==> src/include/mode_seq_defines.vh <==
`ifndef MODE_SEQ_DEFINES_VH
`define MODE_SEQ_DEFINES_VH
// Register offsets
`define OFS_OP_MODE 4'h0
`define OFS_CONFIG 4'h1
`define OFS_RAMP 4'h2
`define OFS_BIT_PERIOD 4'h3
`define OFS_BANDWIDTH 4'h4
`define OFS_IDLE_MULT 4'h5
`define OFS_RX_MULT 4'h6
`define OFS_RESOL 4'h7
`define OFS_STATUS 4'h8
// Field positions, op_mode
`define F_MODE_LO 0
`define F_CANCEL 5
`define F_ENABLE 6
`define F_BYPASS 7
// Field positions, config
`define F_OOK 0
`define F_PACKET 1
`define F_BITSYNC 2
`define F_AFC 3
`define F_ACCEPT 4
`define F_END_LO 5
// Field positions, resolutions
`define F_RES_IDLE_LO 0
`define F_RES_RX_LO 2
// Reset values
`define RST_OP_MODE 8'h01
`define RST_CONFIG 8'h06
`define RST_RAMP 8'h28
`define RST_BIT_PERIOD 8'h0a
`define RST_BANDWIDTH 8'h0a
`define RST_MULT 8'h01
`define RST_RESOL 8'h05
// Mode codes
`define MODE_SLEEP 3'h0
`define MODE_STBY 3'h1
`define MODE_SYNTH 3'h2
`define MODE_TX 3'h3
`define MODE_RX 3'h4
// Timing figures
`define CLK_MHZ 25
`define TX_SETTLE_US 5
`define RAMP_NUM 5
`define RAMP_DEN 4
`define ANA_US 20
`define CF_FSK_NUM 21
`define CF_OOK_NUM 34
`define PLLAFC_NUM 5
`define PLL_BW_KHZ 300
`define AFC_BITS 4
`define SYNC_BITS 12
// Window steps in RC ticks (one tick is 64 us)
`define STEP_64US 12'h001
`define STEP_4MS 12'h040
`define STEP_262MS 12'hfff
`endif

==> src/verilog/mode_sequencer_listen_ctrl.v <==
// Design decisions made here: the address-and-strobe port and the placing of the registers.
`timescale 1ns/1ps
`include "mode_seq_defines.vh"
module mode_sequencer_listen_ctrl #(
  parameter OSC_WAKE_US = 500,
  parameter SYNTH_WAKE_US = 60,
  parameter OSC_WAKE_CYC = OSC_WAKE_US * `CLK_MHZ,
  parameter RC_CAL_TICKS = 16
) (
  input wire core_clk_in,
  input wire rst_in,
  input wire [3:0] addr_in,
  input wire [7:0] wdata_in,
  input wire wr_in,
  input wire rd_in,
  output reg [7:0] rdata_out,
  input wire pll_locked_in,
  input wire rc_tick_in,
  input wire rssi_above_in,
  input wire sync_word_match_in,
  input wire payload_ready_in,
  input wire rx_timeout_in,
  input wire tx_launch_condition_in,
  input wire demod_data_in,
  input wire serial_data_pin_in,
  output reg serial_data_pin_out,
  output wire serial_data_pin_oe_out,
  output reg modulator_data_out,
  output wire osc_on_out,
  output wire synth_on_out,
  output wire amp_reg_on_out,
  output wire amp_ramp_on_out,
  output wire rx_on_out,
  output wire rc_on_out,
  output wire synth_lock_out,
  output wire recovered_bit_clock_out,
  output wire tx_preamble_out,
  output reg tx_packet_start_out,
  output wire bitsync_locked_out,
  output reg target_mode_reached_out,
  output reg transmit_prepared_out,
  output reg receive_prepared_out
);
  localparam S_SLEEP = 3'h0;
  localparam S_STBY = 3'h1;
  localparam S_SYNTH = 3'h2;
  localparam S_TX = 3'h3;
  localparam S_RX = 3'h4;
  localparam S_LIDLE = 3'h5;
  localparam S_LRX = 3'h6;
  localparam S_LHOLD = 3'h7;
  localparam [19:0] SYNTH_CYC = SYNTH_WAKE_US * `CLK_MHZ;
  localparam [19:0] OSC_CYC = OSC_WAKE_CYC;
  localparam [19:0] SETTLE_CYC = `TX_SETTLE_US * `CLK_MHZ;
  localparam [19:0] ANA_CYC = `ANA_US * `CLK_MHZ;
  localparam [19:0] PLLAFC_CYC =
    (`PLLAFC_NUM * `CLK_MHZ * 1000 + `PLL_BW_KHZ - 1) / `PLL_BW_KHZ;
  localparam [15:0] CAL_TICKS = RC_CAL_TICKS;
  localparam [3:0] SYNC_N = `SYNC_BITS;

  // Resolution code to RC ticks per step; 00 is treated as 01
  function [11:0] step_ticks;
    input [1:0] code;
    begin
      case (code)
        2'h2: step_ticks = `STEP_4MS;
        2'h3: step_ticks = `STEP_262MS;
        default: step_ticks = `STEP_64US;
      endcase
    end
  endfunction

  // Channel filter settle, rounded up to whole cycles
  function [19:0] filter_cyc;
    input [7:0] bw_khz;
    input ook;
    reg [31:0] num;
    reg [31:0] den;
    reg [31:0] quo;
    begin
      num = (ook ? `CF_OOK_NUM : `CF_FSK_NUM) * `CLK_MHZ * 1000;
      den = 4 * {24'h000000, (bw_khz == 8'h00 ? 8'h01 : bw_khz)};
      quo = (num + den - 32'h1) / den;
      filter_cyc = quo[19:0];
    end
  endfunction

  ////////////////////////////////////////////////////////////////////////
  // Registers
  reg [7:0] op_mode;
  reg [7:0] data_cfg;
  reg [7:0] amp_ramp_time;
  reg [7:0] bit_period;
  reg [7:0] channel_bandwidth;
  reg [7:0] idle_mult;
  reg [7:0] rx_mult;
  reg [7:0] resol;
  reg [2:0] state;
  reg [19:0] elapsed;
  reg [19:0] limit;
  reg [11:0] step_cnt;
  reg [7:0] mult_cnt;
  reg [15:0] cal_cnt;
  reg rc_cal_done;
  reg stopped;
  reg settled_q;
  reg tx_ready_q;
  reg rx_ready_q;
  reg launched;
  reg [12:0] half_cnt;
  reg bit_clk;
  reg [3:0] sync_cnt;
  reg [2:0] next_state;
  reg [19:0] next_limit;
  reg next_stopped;

  wire [2:0] mode = op_mode[`F_MODE_LO +: 3];
  wire cancel = op_mode[`F_CANCEL];
  wire enable = op_mode[`F_ENABLE];
  wire bypass = op_mode[`F_BYPASS];
  wire ook = data_cfg[`F_OOK];
  wire packet_mode = data_cfg[`F_PACKET];
  wire bitsync_on = data_cfg[`F_BITSYNC] | packet_mode;
  wire afc_on = data_cfg[`F_AFC];
  wire wake_accept_rule = data_cfg[`F_ACCEPT];
  wire [1:0] cycle_end_action = data_cfg[`F_END_LO +: 2];
  // Full-width products, then cut to the counter widths on purpose
  wire [31:0] tbit_full = bit_period * `CLK_MHZ;
  wire [31:0] ramp_full =
    (amp_ramp_time * `CLK_MHZ * `RAMP_NUM + `RAMP_DEN - 1) / `RAMP_DEN;
  wire [12:0] tbit_cyc = tbit_full[12:0];
  wire [12:0] half_bit = {1'b0, tbit_cyc[12:1]};
  wire [19:0] ramp_cyc = ramp_full[19:0];
  wire [19:0] tx_cyc = SETTLE_CYC + (ook ? 20'h00000 : ramp_cyc) +
    {7'h00, half_bit};
  wire [19:0] afc_cyc = PLLAFC_CYC + {5'h00, tbit_cyc, 2'h0};
  wire [19:0] rx_cyc = ANA_CYC + filter_cyc(channel_bandwidth, ook) +
    (afc_on ? afc_cyc : 20'h00000);
  wire done = elapsed >= limit;
  // Codes above receive have no meaning and park the device in standby
  wire [2:0] mode_map = (mode > `MODE_RX) ? `MODE_STBY : mode;
  wire listen_on = enable & ~stopped;
  wire [2:0] tgt = listen_on ? S_STBY : mode_map;
  wire in_listen = (state == S_LIDLE) | (state == S_LRX) |
    (state == S_LHOLD);
  wire rf_on = (state == S_SYNTH) | (state == S_TX) | (state == S_RX) |
    (state == S_LRX) | (state == S_LHOLD);
  wire settled = done & (~rf_on | pll_locked_in) &
    (in_listen | (state == tgt));
  wire tx_ready = settled & (state == S_TX);
  wire rx_ready = settled &
    ((state == S_RX) | (state == S_LRX) | (state == S_LHOLD));
  wire [11:0] step = step_ticks((state == S_LRX) ?
    resol[`F_RES_RX_LO +: 2] : resol[`F_RES_IDLE_LO +: 2]);
  wire [7:0] win_mult = (state == S_LRX) ? rx_mult : idle_mult;
  wire win_done = (mult_cnt >= win_mult);
  wire accept = rssi_above_in &
    (~wake_accept_rule | sync_word_match_in);
  wire packet_end = payload_ready_in | rx_timeout_in;
  wire state_chg = (next_state != state);

  ////////////////////////////////////////////////////////////////////////
  // Mode sequencer; each move except bypass from sleep to standby or synth (which loads 0) loads the wake count of the block it enables
  always @* begin
    next_state = state;
    next_limit = limit;
    next_stopped = stopped & enable;
    case (state)
      S_SLEEP: begin
        if (tgt != S_SLEEP) begin
          if (bypass) begin
            next_state = tgt;
            next_limit = (tgt == S_TX) ? tx_cyc :
              (tgt == S_RX) ? rx_cyc : 20'h00000;
          end else begin
            next_state = S_STBY;
            next_limit = OSC_CYC;
          end
        end
      end
      S_STBY: begin
        if (done) begin
          if (listen_on & rc_cal_done) begin
            next_state = S_LIDLE;
            next_limit = 20'h00000;
          end else if (tgt == S_SLEEP) begin
            next_state = S_SLEEP;
          end else if (tgt != S_STBY) begin
            next_state = bypass ? tgt : S_SYNTH;
            next_limit = !bypass ? SYNTH_CYC : (tgt == S_TX) ? tx_cyc :
              (tgt == S_RX) ? rx_cyc : SYNTH_CYC;
          end
        end
      end
      S_SYNTH: begin
        // Transmit and receive wait for lock so no splatter leaves
        if (tgt == S_SLEEP || tgt == S_STBY) begin
          next_state = tgt;
          next_limit = 20'h00000;
        end else if (done & pll_locked_in) begin
          if (tgt == S_TX) begin
            next_state = S_TX;
            next_limit = tx_cyc;
          end else if (tgt == S_RX) begin
            next_state = S_RX;
            next_limit = rx_cyc;
          end
        end
      end
      S_TX, S_RX: begin
        // Synthesizer stays up, so other modes are entered directly
        if (tgt != state) begin
          next_state = tgt;
          next_limit = (tgt == S_TX) ? tx_cyc :
            (tgt == S_RX) ? rx_cyc : 20'h00000;
        end
      end
      S_LIDLE: begin
        if (win_done) begin
          next_state = S_LRX;
          next_limit = rx_cyc;
        end
      end
      S_LRX: begin
        if (settled & accept) begin
          next_state = S_LHOLD;
          next_limit = 20'h00000;
        end else if (win_done) begin
          next_state = S_LIDLE;
        end
      end
      default: begin
        if (packet_end && cycle_end_action == 2'h1) begin
          next_state = S_SYNTH;
          next_limit = 20'h00000;
          next_stopped = 1'b1;
        end else if (packet_end && cycle_end_action == 2'h2) begin
          next_state = S_LIDLE;
        end
      end
    endcase
    // Cancel with enable cleared overrides any listen phase and returns to normal sequencing
    if (in_listen & cancel & ~enable) begin
      next_state = S_STBY;
      next_limit = OSC_CYC;
    end
  end

  // State, wake counter and listen window counters
  always @(posedge core_clk_in or posedge rst_in) begin
    if (rst_in) begin
      state <= S_SLEEP;
      limit <= 20'h00000;
      elapsed <= 20'h00000;
      step_cnt <= 12'h000;
      mult_cnt <= 8'h00;
      stopped <= 1'b0;
    end else begin
      state <= next_state;
      limit <= next_limit;
      stopped <= next_stopped;
      if (state_chg) begin
        elapsed <= 20'h00000;
      end else if (!done) begin
        elapsed <= elapsed + 20'h00001;
      end
      // Windows start at entry, so receive wake eats into the window
      if (state_chg) begin
        step_cnt <= 12'h000;
        mult_cnt <= 8'h00;
      end else if (rc_tick_in && !win_done) begin
        if (step_cnt + 12'h001 >= step) begin
          step_cnt <= 12'h000;
          mult_cnt <= mult_cnt + 8'h01;
        end else begin
          step_cnt <= step_cnt + 12'h001;
        end
      end
    end
  end

  // RC calibration runs once after reset; listen waits for it
  always @(posedge core_clk_in or posedge rst_in) begin
    if (rst_in) begin
      cal_cnt <= 16'h0000;
      rc_cal_done <= 1'b0;
    end else if (rc_tick_in && !rc_cal_done) begin
      cal_cnt <= cal_cnt + 16'h0001;
      rc_cal_done <= (cal_cnt + 16'h0001 >= CAL_TICKS);
    end
  end

  ////////////////////////////////////////////////////////////////////////
  // Block enables
  assign rc_on_out = 1'b1;
  assign osc_on_out = (state != S_SLEEP) & (state != S_LIDLE);
  assign synth_on_out = rf_on;
  assign synth_lock_out = rf_on & pll_locked_in;
  assign amp_reg_on_out = (state == S_TX);
  assign amp_ramp_on_out = (state == S_TX) & (elapsed >= SETTLE_CYC);
  assign rx_on_out = (state == S_RX) | (state == S_LRX) | (state == S_LHOLD);
  assign tx_preamble_out = tx_ready & packet_mode;
  assign bitsync_locked_out = rx_ready & bitsync_on &
    (sync_cnt >= SYNC_N);
  // Bit clock runs once transmit is usable, after ramp-up, or once receive is usable outside packet mode
  assign recovered_bit_clock_out = bit_clk & (tx_ready | (rx_ready &
    ~packet_mode));
  assign serial_data_pin_oe_out = rx_ready & ~packet_mode;

  // Recovered bit clock and synchronizer preamble count
  always @(posedge core_clk_in or posedge rst_in) begin
    if (rst_in) begin
      half_cnt <= 13'h0000;
      bit_clk <= 1'b0;
      sync_cnt <= 4'h0;
    end else begin
      if (!(tx_ready | rx_ready)) begin
        half_cnt <= 13'h0000;
        bit_clk <= 1'b0;
      end else if (half_cnt + 13'h0001 >= half_bit) begin
        half_cnt <= 13'h0000;
        bit_clk <= ~bit_clk;
      end else begin
        half_cnt <= half_cnt + 13'h0001;
      end
      if (!rx_ready) begin
        sync_cnt <= 4'h0;
      end else if (half_cnt + 13'h0001 >= half_bit && !bit_clk &&
          sync_cnt < SYNC_N) begin
        sync_cnt <= sync_cnt + 4'h1;
      end
    end
  end

  // Data paths and one-cycle readiness events
  always @(posedge core_clk_in or posedge rst_in) begin
    if (rst_in) begin
      serial_data_pin_out <= 1'b0;
      modulator_data_out <= 1'b0;
      settled_q <= 1'b0;
      tx_ready_q <= 1'b0;
      rx_ready_q <= 1'b0;
      launched <= 1'b0;
      tx_packet_start_out <= 1'b0;
      target_mode_reached_out <= 1'b0;
      transmit_prepared_out <= 1'b0;
      receive_prepared_out <= 1'b0;
    end else begin
      // Synchronizer holds data back until preamble lock
      serial_data_pin_out <= (bitsync_on & ~bitsync_locked_out) ? 1'b0 :
        demod_data_in;
      modulator_data_out <= tx_ready & ~packet_mode & serial_data_pin_in;
      settled_q <= settled & ~in_listen;
      tx_ready_q <= tx_ready;
      rx_ready_q <= rx_ready;
      target_mode_reached_out <= settled & ~in_listen & ~settled_q;
      transmit_prepared_out <= tx_ready & ~tx_ready_q;
      receive_prepared_out <= rx_ready & ~rx_ready_q;
      launched <= tx_ready & packet_mode &
        (launched | tx_launch_condition_in);
      tx_packet_start_out <= tx_ready & packet_mode & ~launched &
        tx_launch_condition_in;
    end
  end

  ////////////////////////////////////////////////////////////////////////
  // Register writes
  always @(posedge core_clk_in or posedge rst_in) begin
    if (rst_in) begin
      op_mode <= `RST_OP_MODE;
      data_cfg <= `RST_CONFIG;
      amp_ramp_time <= `RST_RAMP;
      bit_period <= `RST_BIT_PERIOD;
      channel_bandwidth <= `RST_BANDWIDTH;
      idle_mult <= `RST_MULT;
      rx_mult <= `RST_MULT;
      resol <= `RST_RESOL;
    end else if (wr_in) begin
      case (addr_in)
        `OFS_OP_MODE: op_mode <= wdata_in;
        `OFS_CONFIG: data_cfg <= wdata_in;
        `OFS_RAMP: amp_ramp_time <= wdata_in;
        `OFS_BIT_PERIOD: bit_period <= wdata_in;
        `OFS_BANDWIDTH: channel_bandwidth <= wdata_in;
        `OFS_IDLE_MULT: idle_mult <= wdata_in;
        `OFS_RX_MULT: rx_mult <= wdata_in;
        `OFS_RESOL: resol <= {4'h0, wdata_in[3:0]};
        default: ;
      endcase
    end
  end

  // Register reads, data in the cycle after the strobe; unmapped reads 0
  always @(posedge core_clk_in or posedge rst_in) begin
    if (rst_in) begin
      rdata_out <= 8'h00;
    end else if (rd_in) begin
      case (addr_in)
        `OFS_OP_MODE: rdata_out <= op_mode;
        `OFS_CONFIG: rdata_out <= data_cfg;
        `OFS_RAMP: rdata_out <= amp_ramp_time;
        `OFS_BIT_PERIOD: rdata_out <= bit_period;
        `OFS_BANDWIDTH: rdata_out <= channel_bandwidth;
        `OFS_IDLE_MULT: rdata_out <= idle_mult;
        `OFS_RX_MULT: rdata_out <= rx_mult;
        `OFS_RESOL: rdata_out <= resol;
        `OFS_STATUS: rdata_out <= {rc_cal_done, synth_lock_out, rx_ready,
          tx_ready, settled, state};
        default: rdata_out <= 8'h00;
      endcase
    end else begin
      rdata_out <= 8'h00;
    end
  end
endmodule // mode_sequencer_listen_ctrl

==> config.mk <==
export PLATFORM = sky130hd
export DESIGN_NAME = mode_sequencer_listen_ctrl
export DESIGN_NICKNAME = d
export VERILOG_FILES = /design/src/verilog/mode_sequencer_listen_ctrl.v
export VERILOG_INCLUDE_DIRS = /design/src /design/src/include
export SDC_FILE = /design/constraint.sdc
export NUM_CORES = 1
export LEC_CHECK = 0
export ABC_AREA = 0
export BUFFER_PORTS_ARGS = -buffer_cell sky130_fd_sc_hd__buf_2
export CAP_MARGIN = 20
export CORE_UTILIZATION = 35
export DETAILED_ROUTE_END_ITERATION = 6
export PLACE_DENSITY = 0.57
export SYNTH_ARGS = -nofsm -noshare
export SYNTH_HDL_FRONTEND = slang
export SYNTH_SLANG_ARGS = --single-unit
==> constraint.sdc <==
create_clock -name core_clk_in -period 101.1 [get_ports core_clk_in]
set_input_delay 20.22 -clock core_clk_in [delete_from_list [all_inputs] [get_ports core_clk_in]]
set_output_delay 20.22 -clock core_clk_in [all_outputs]
set_load 0.005 [all_outputs]
==> results.py <==
metrics = {
    "run_status": {
        "run_status": "finished, final reports clean",
    },
    "clock_network": {
        "ctsHtreeMaxLevel": 4,
        "tritoncts_clock_tree": "done",
        "clk-insertion-delay-late_ns": 0.46,
        "post_cts_resize_count": 0,
        "clk_root_buffer_cell": "sky130_fd_sc_hd__clkbuf_16",
        "post_cts_buffers": 0,
        "clockBufferDepth": 2,
        "numCtsBuffers": 17,
        "post_cts_hold_buffer_count": 0,
        "clock_sink_count": 177,
        "clock_pin_transition_on_the_worst_setup_and_hold_timing_paths_ns": 0.08,
    },
    "logic_synthesis": {
        "synth.avg_cell_area_um2": 7.40,
        "synth_top_cell_by_area": "sky130_fd_sc_hd__ha_1",
        "share_of_synthesized_flip_flops_with_an_asynchronous_set_or_reset_pct": 100,
        "yosysSeqAreaShare_pct": 10.9,
        "synthesis.yosys.warnings": 0,
        "post_synth_inst_count": 5484,
        "synth_area_leaders": "sky130_fd_sc_hd__ha_1 (13%), sky130_fd_sc_hd__dfrtp_1 (10%), sky130_fd_sc_hd__xnor2_1 (6.5%), sky130_fd_sc_hd__a21oi_1 (5.5%), sky130_fd_sc_hd__nor2_1 (4.8%)",
        "synth_edf_count": 0,
        "most_numerous_cell_in_the_yosys_netlist": "sky130_fd_sc_hd__nor2_1",
        "postSynthRegisterBits": 177,
        "yosys-top-cells-count": "sky130_fd_sc_hd__nor2_1 (522), sky130_fd_sc_hd__a21oi_1 (443), sky130_fd_sc_hd__nand2_1 (441)",
        "synth_flop_cell": "sky130_fd_sc_hd__dfrtp_1",
        "synth_top_area_share_pct": 13.3,
        "post_synth_instance_area_um2": 40600,
        "yosys.cell_types.count": 139,
    },
    "floorplanning": {
        "boundaryPins": 50,
        "design.die.area_um2": 117000,
        "floorplan.initialDensity_pct": 35.4,
        "die_h_um": 343,
        "core-area_um2": 115000,
        "rows": 124,
        "die_width_um": 343,
    },
    "sta": {
        "timing.setup.tns_ns": 0,
        "finalHoldViolations": 0,
        "slew-limit-headroom_pct": 21.6,
        "final_min_period_over_clock_period_pct": 91.2,
        "rsz0062_at_grt": "false",
        "setup_violations": 0,
        "worstMarginPinSlew_ns": 1.17,
        "max_transition_viols_final": 0,
        "fmax_mhz": 10.9,
        "post-route-min-period_ns": 92.16,
        "finClkSkew_ns": 0.0170,
    },
    "setup_path": {
        "cp-startpoint": "channel_bandwidth[7]$_DFFE_PP0P_",
        "timing.rr.end": "limit[19]$_DFFE_PP0P_",
        "regToRegStartpoint": "channel_bandwidth[7]$_DFFE_PP0P_",
        "cp_max_fo": 27,
        "criticalPathCategory": "flop to flop",
        "slowest_stage": "sky130_fd_sc_hd__a2111oi_2",
        "worst_path_most_repeated_cell": "sky130_fd_sc_hd__a21oi_1",
        "cp_data_required_time_ns": 101.43,
        "cp_slowest_stage_delay_ns": 0.91,
        "worst-r2r-cell-count": 400,
        "setup.worst_path.start_class": "flop",
        "timing.critical_path.arrival_ns": 92.49,
        "worst-r2r-setup-slack_ns": 8.94,
        "timing.critical_path.to_type": "flop",
        "worstSetupEndpoint": "limit[19]$_DFFE_PP0P_",
    },
    "layout": {
        "final_net_count": 5896,
        "layout-drive-gt1-share_pct": 8.09,
        "num-fill-cells": 12000,
        "area_delta_synth_final_pct": 5.82,
        "fin_area_um2": 43000,
    },
    "hold_path": {
        "class_of_the_most_critical_hold_timing_path": "flop to flop",
        "hold_path_depth": 1,
    },
    "place": {
        "finalWeightedCongestion": 1.02,
        "postPlaceCellArea_um2": 42300,
        "io_buffer_count": 48,
        "hpwl_after_detailed_placement_mm": 113,
    },
    "grt": {
        "grt_pass1_vias": 39000,
        "grt_pass1_wl_mm": 220,
        "grt_use_total_pct": 23.2,
        "grt_max_degree": 108,
        "grt_antenna_before_repair": 1,
        "grt.overflow.total": 0,
    },
    "detailed_routing": {
        "detail_route.wl_per_cell_um": 20.5,
        "vias": 42100,
        "drt_drc_violations_left": 0,
        "dr.pass1.iters": 6,
        "finalWirelength_mm": 143,
        "ant_nets": 0,
        "drt_iter0_markers": 3272,
        "detail_route.vias_per_cell": 6.05,
    },
    "run": {
        "timing.max_cap.violations": 0,
    },
}
-- cell usage in the layout, fill, tap and decap left out, types with 51 or more instances in the layout --
master                     synthesis  layout
sky130_fd_sc_hd__a31oi_1          83      83
sky130_fd_sc_hd__mux2_2          105     105
sky130_fd_sc_hd__nand2_1         441     441
sky130_fd_sc_hd__a21oi_1         443     442
sky130_fd_sc_hd__a21o_1          158     158
sky130_fd_sc_hd__nor2b_1          81      80
sky130_fd_sc_hd__xor2_1          163     163
sky130_fd_sc_hd__and2_1           70      70
sky130_fd_sc_hd__nand3_1         196     196
sky130_fd_sc_hd__o21ai_0         254     254
sky130_fd_sc_hd__ha_1            433     433
sky130_fd_sc_hd__nand2b_1        104     104
sky130_fd_sc_hd__and3_1           75      75
sky130_fd_sc_hd__o21bai_1         51      51
sky130_fd_sc_hd__nor3_1          162     162
sky130_fd_sc_hd__xnor2_1         303     303
sky130_fd_sc_hd__inv_1           232     228
sky130_fd_sc_hd__o21a_1           79      79
sky130_fd_sc_hd__or3_1            63      63
sky130_fd_sc_hd__a211oi_1         68      68
sky130_fd_sc_hd__nand4_1          80      80
sky130_fd_sc_hd__mux2i_1          73      73
sky130_fd_sc_hd__dfrtp_1         164     164
sky130_fd_sc_hd__nor2_1          522     520
-- layout make-up --
type	instances	area, µm²	share of cell area [%]
multi-input combinational	4890	34500	80.2
sequential	177	4450	10.3
tap	1512	1890	4.40
inverter	247	940	2.19
timing repair buffer	96	601	1.40
clock buffer	18	429	0.999
clock inverter	14	180	0.419
antenna	1	2.50	0.00582
-- flip-flops by register name (all words and copies together), names as in the netlist, 3 cells and up --
| signal | flops |
|---|---|
| resol | 4 |
| cal_cnt | 16 |
| limit | 20 |
| idle_mult | 8 |
| rdata_out | 8 |
| rx_mult | 8 |
| data_cfg | 8 |
| mult_cnt | 8 |
| channel_bandwidth | 8 |
| bit_period | 8 |
| op_mode | 8 |
| amp_ramp_time | 8 |
| state | 3 |
| sync_cnt | 4 |
| half_cnt | 13 |
| elapsed | 20 |
| step_cnt | 12 |
-- logic make-up (layout without fill, tap and decap cells) --
family / Yosys count / count (layout) / synth area share [%]
buf+inv: 423 / 375 / 4.26
mux: 193 / 193 / 5.21
other cells: 2 / 9 / 0.0185
xor+xnor: 470 / 470 / 10.2
simple gates: 2115 / 2115 / 27.3
fa+ha+maj: 447 / 447 / 13.9
flops: 177 / 177 / 10.9
compound gates: 1657 / 1657 / 28.1
-- critical path, delay by kind of cell (launching register included) --
kind / cells / cell delay, ns
fa+ha+maj: 35 / 12.00
buf+inv: 23 / 5.10
flops: 1 / 0.55
xor+xnor: 1 / 0.30
compound gates: 193 / 41.15
simple gates: 143 / 30.89
mux: 5 / 1.84
-- worst min-delay path by stage --
| stage | from | end | slack [ns] |
|---|---|---|---|
| after global placement | settled_q$_DFF_PP0_ | target_mode_reached_out$_DFF_PP0_ | 0.39 |
| after CTS | settled_q$_DFF_PP0_ | target_mode_reached_out$_DFF_PP0_ | 0.40 |
| final | rx_ready_q$_DFF_PP0_ | receive_prepared_out$_DFF_PP0_ | 0.39 |
| after detailed placement | settled_q$_DFF_PP0_ | target_mode_reached_out$_DFF_PP0_ | 0.39 |
| after floorplan | settled_q$_DFF_PP0_ | target_mode_reached_out$_DFF_PP0_ | 0.38 |
| after global routing | rx_ready_q$_DFF_PP0_ | receive_prepared_out$_DFF_PP0_ | 0.42 |
-- per-stage QoR --
stage	instances	hold WS, ns	worst slack, ns	utilization [%]
2_1_floorplan	5490	0.378	22.04	-
3_3_place_gp	6920	0.387	13.78	36.9
3_5_place_dp	6920	0.389	10.37	36.9
4_1_cts	6952	0.401	10.05	37.5
5_1_grt	6954	0.424	0.174	37.5
6_report	6955	0.394	8.94	37.5
-- routing by layer --
metal	global-route usage [%]	wire [µm]
met5	0	8
met4	8.28	5070
met3	2.90	9030
met2	38.1	64300
met1	31.1	64100
Power is not shown: default switching activity piles up to over one toggle a cycle in this logic, so the estimate is an artifact.
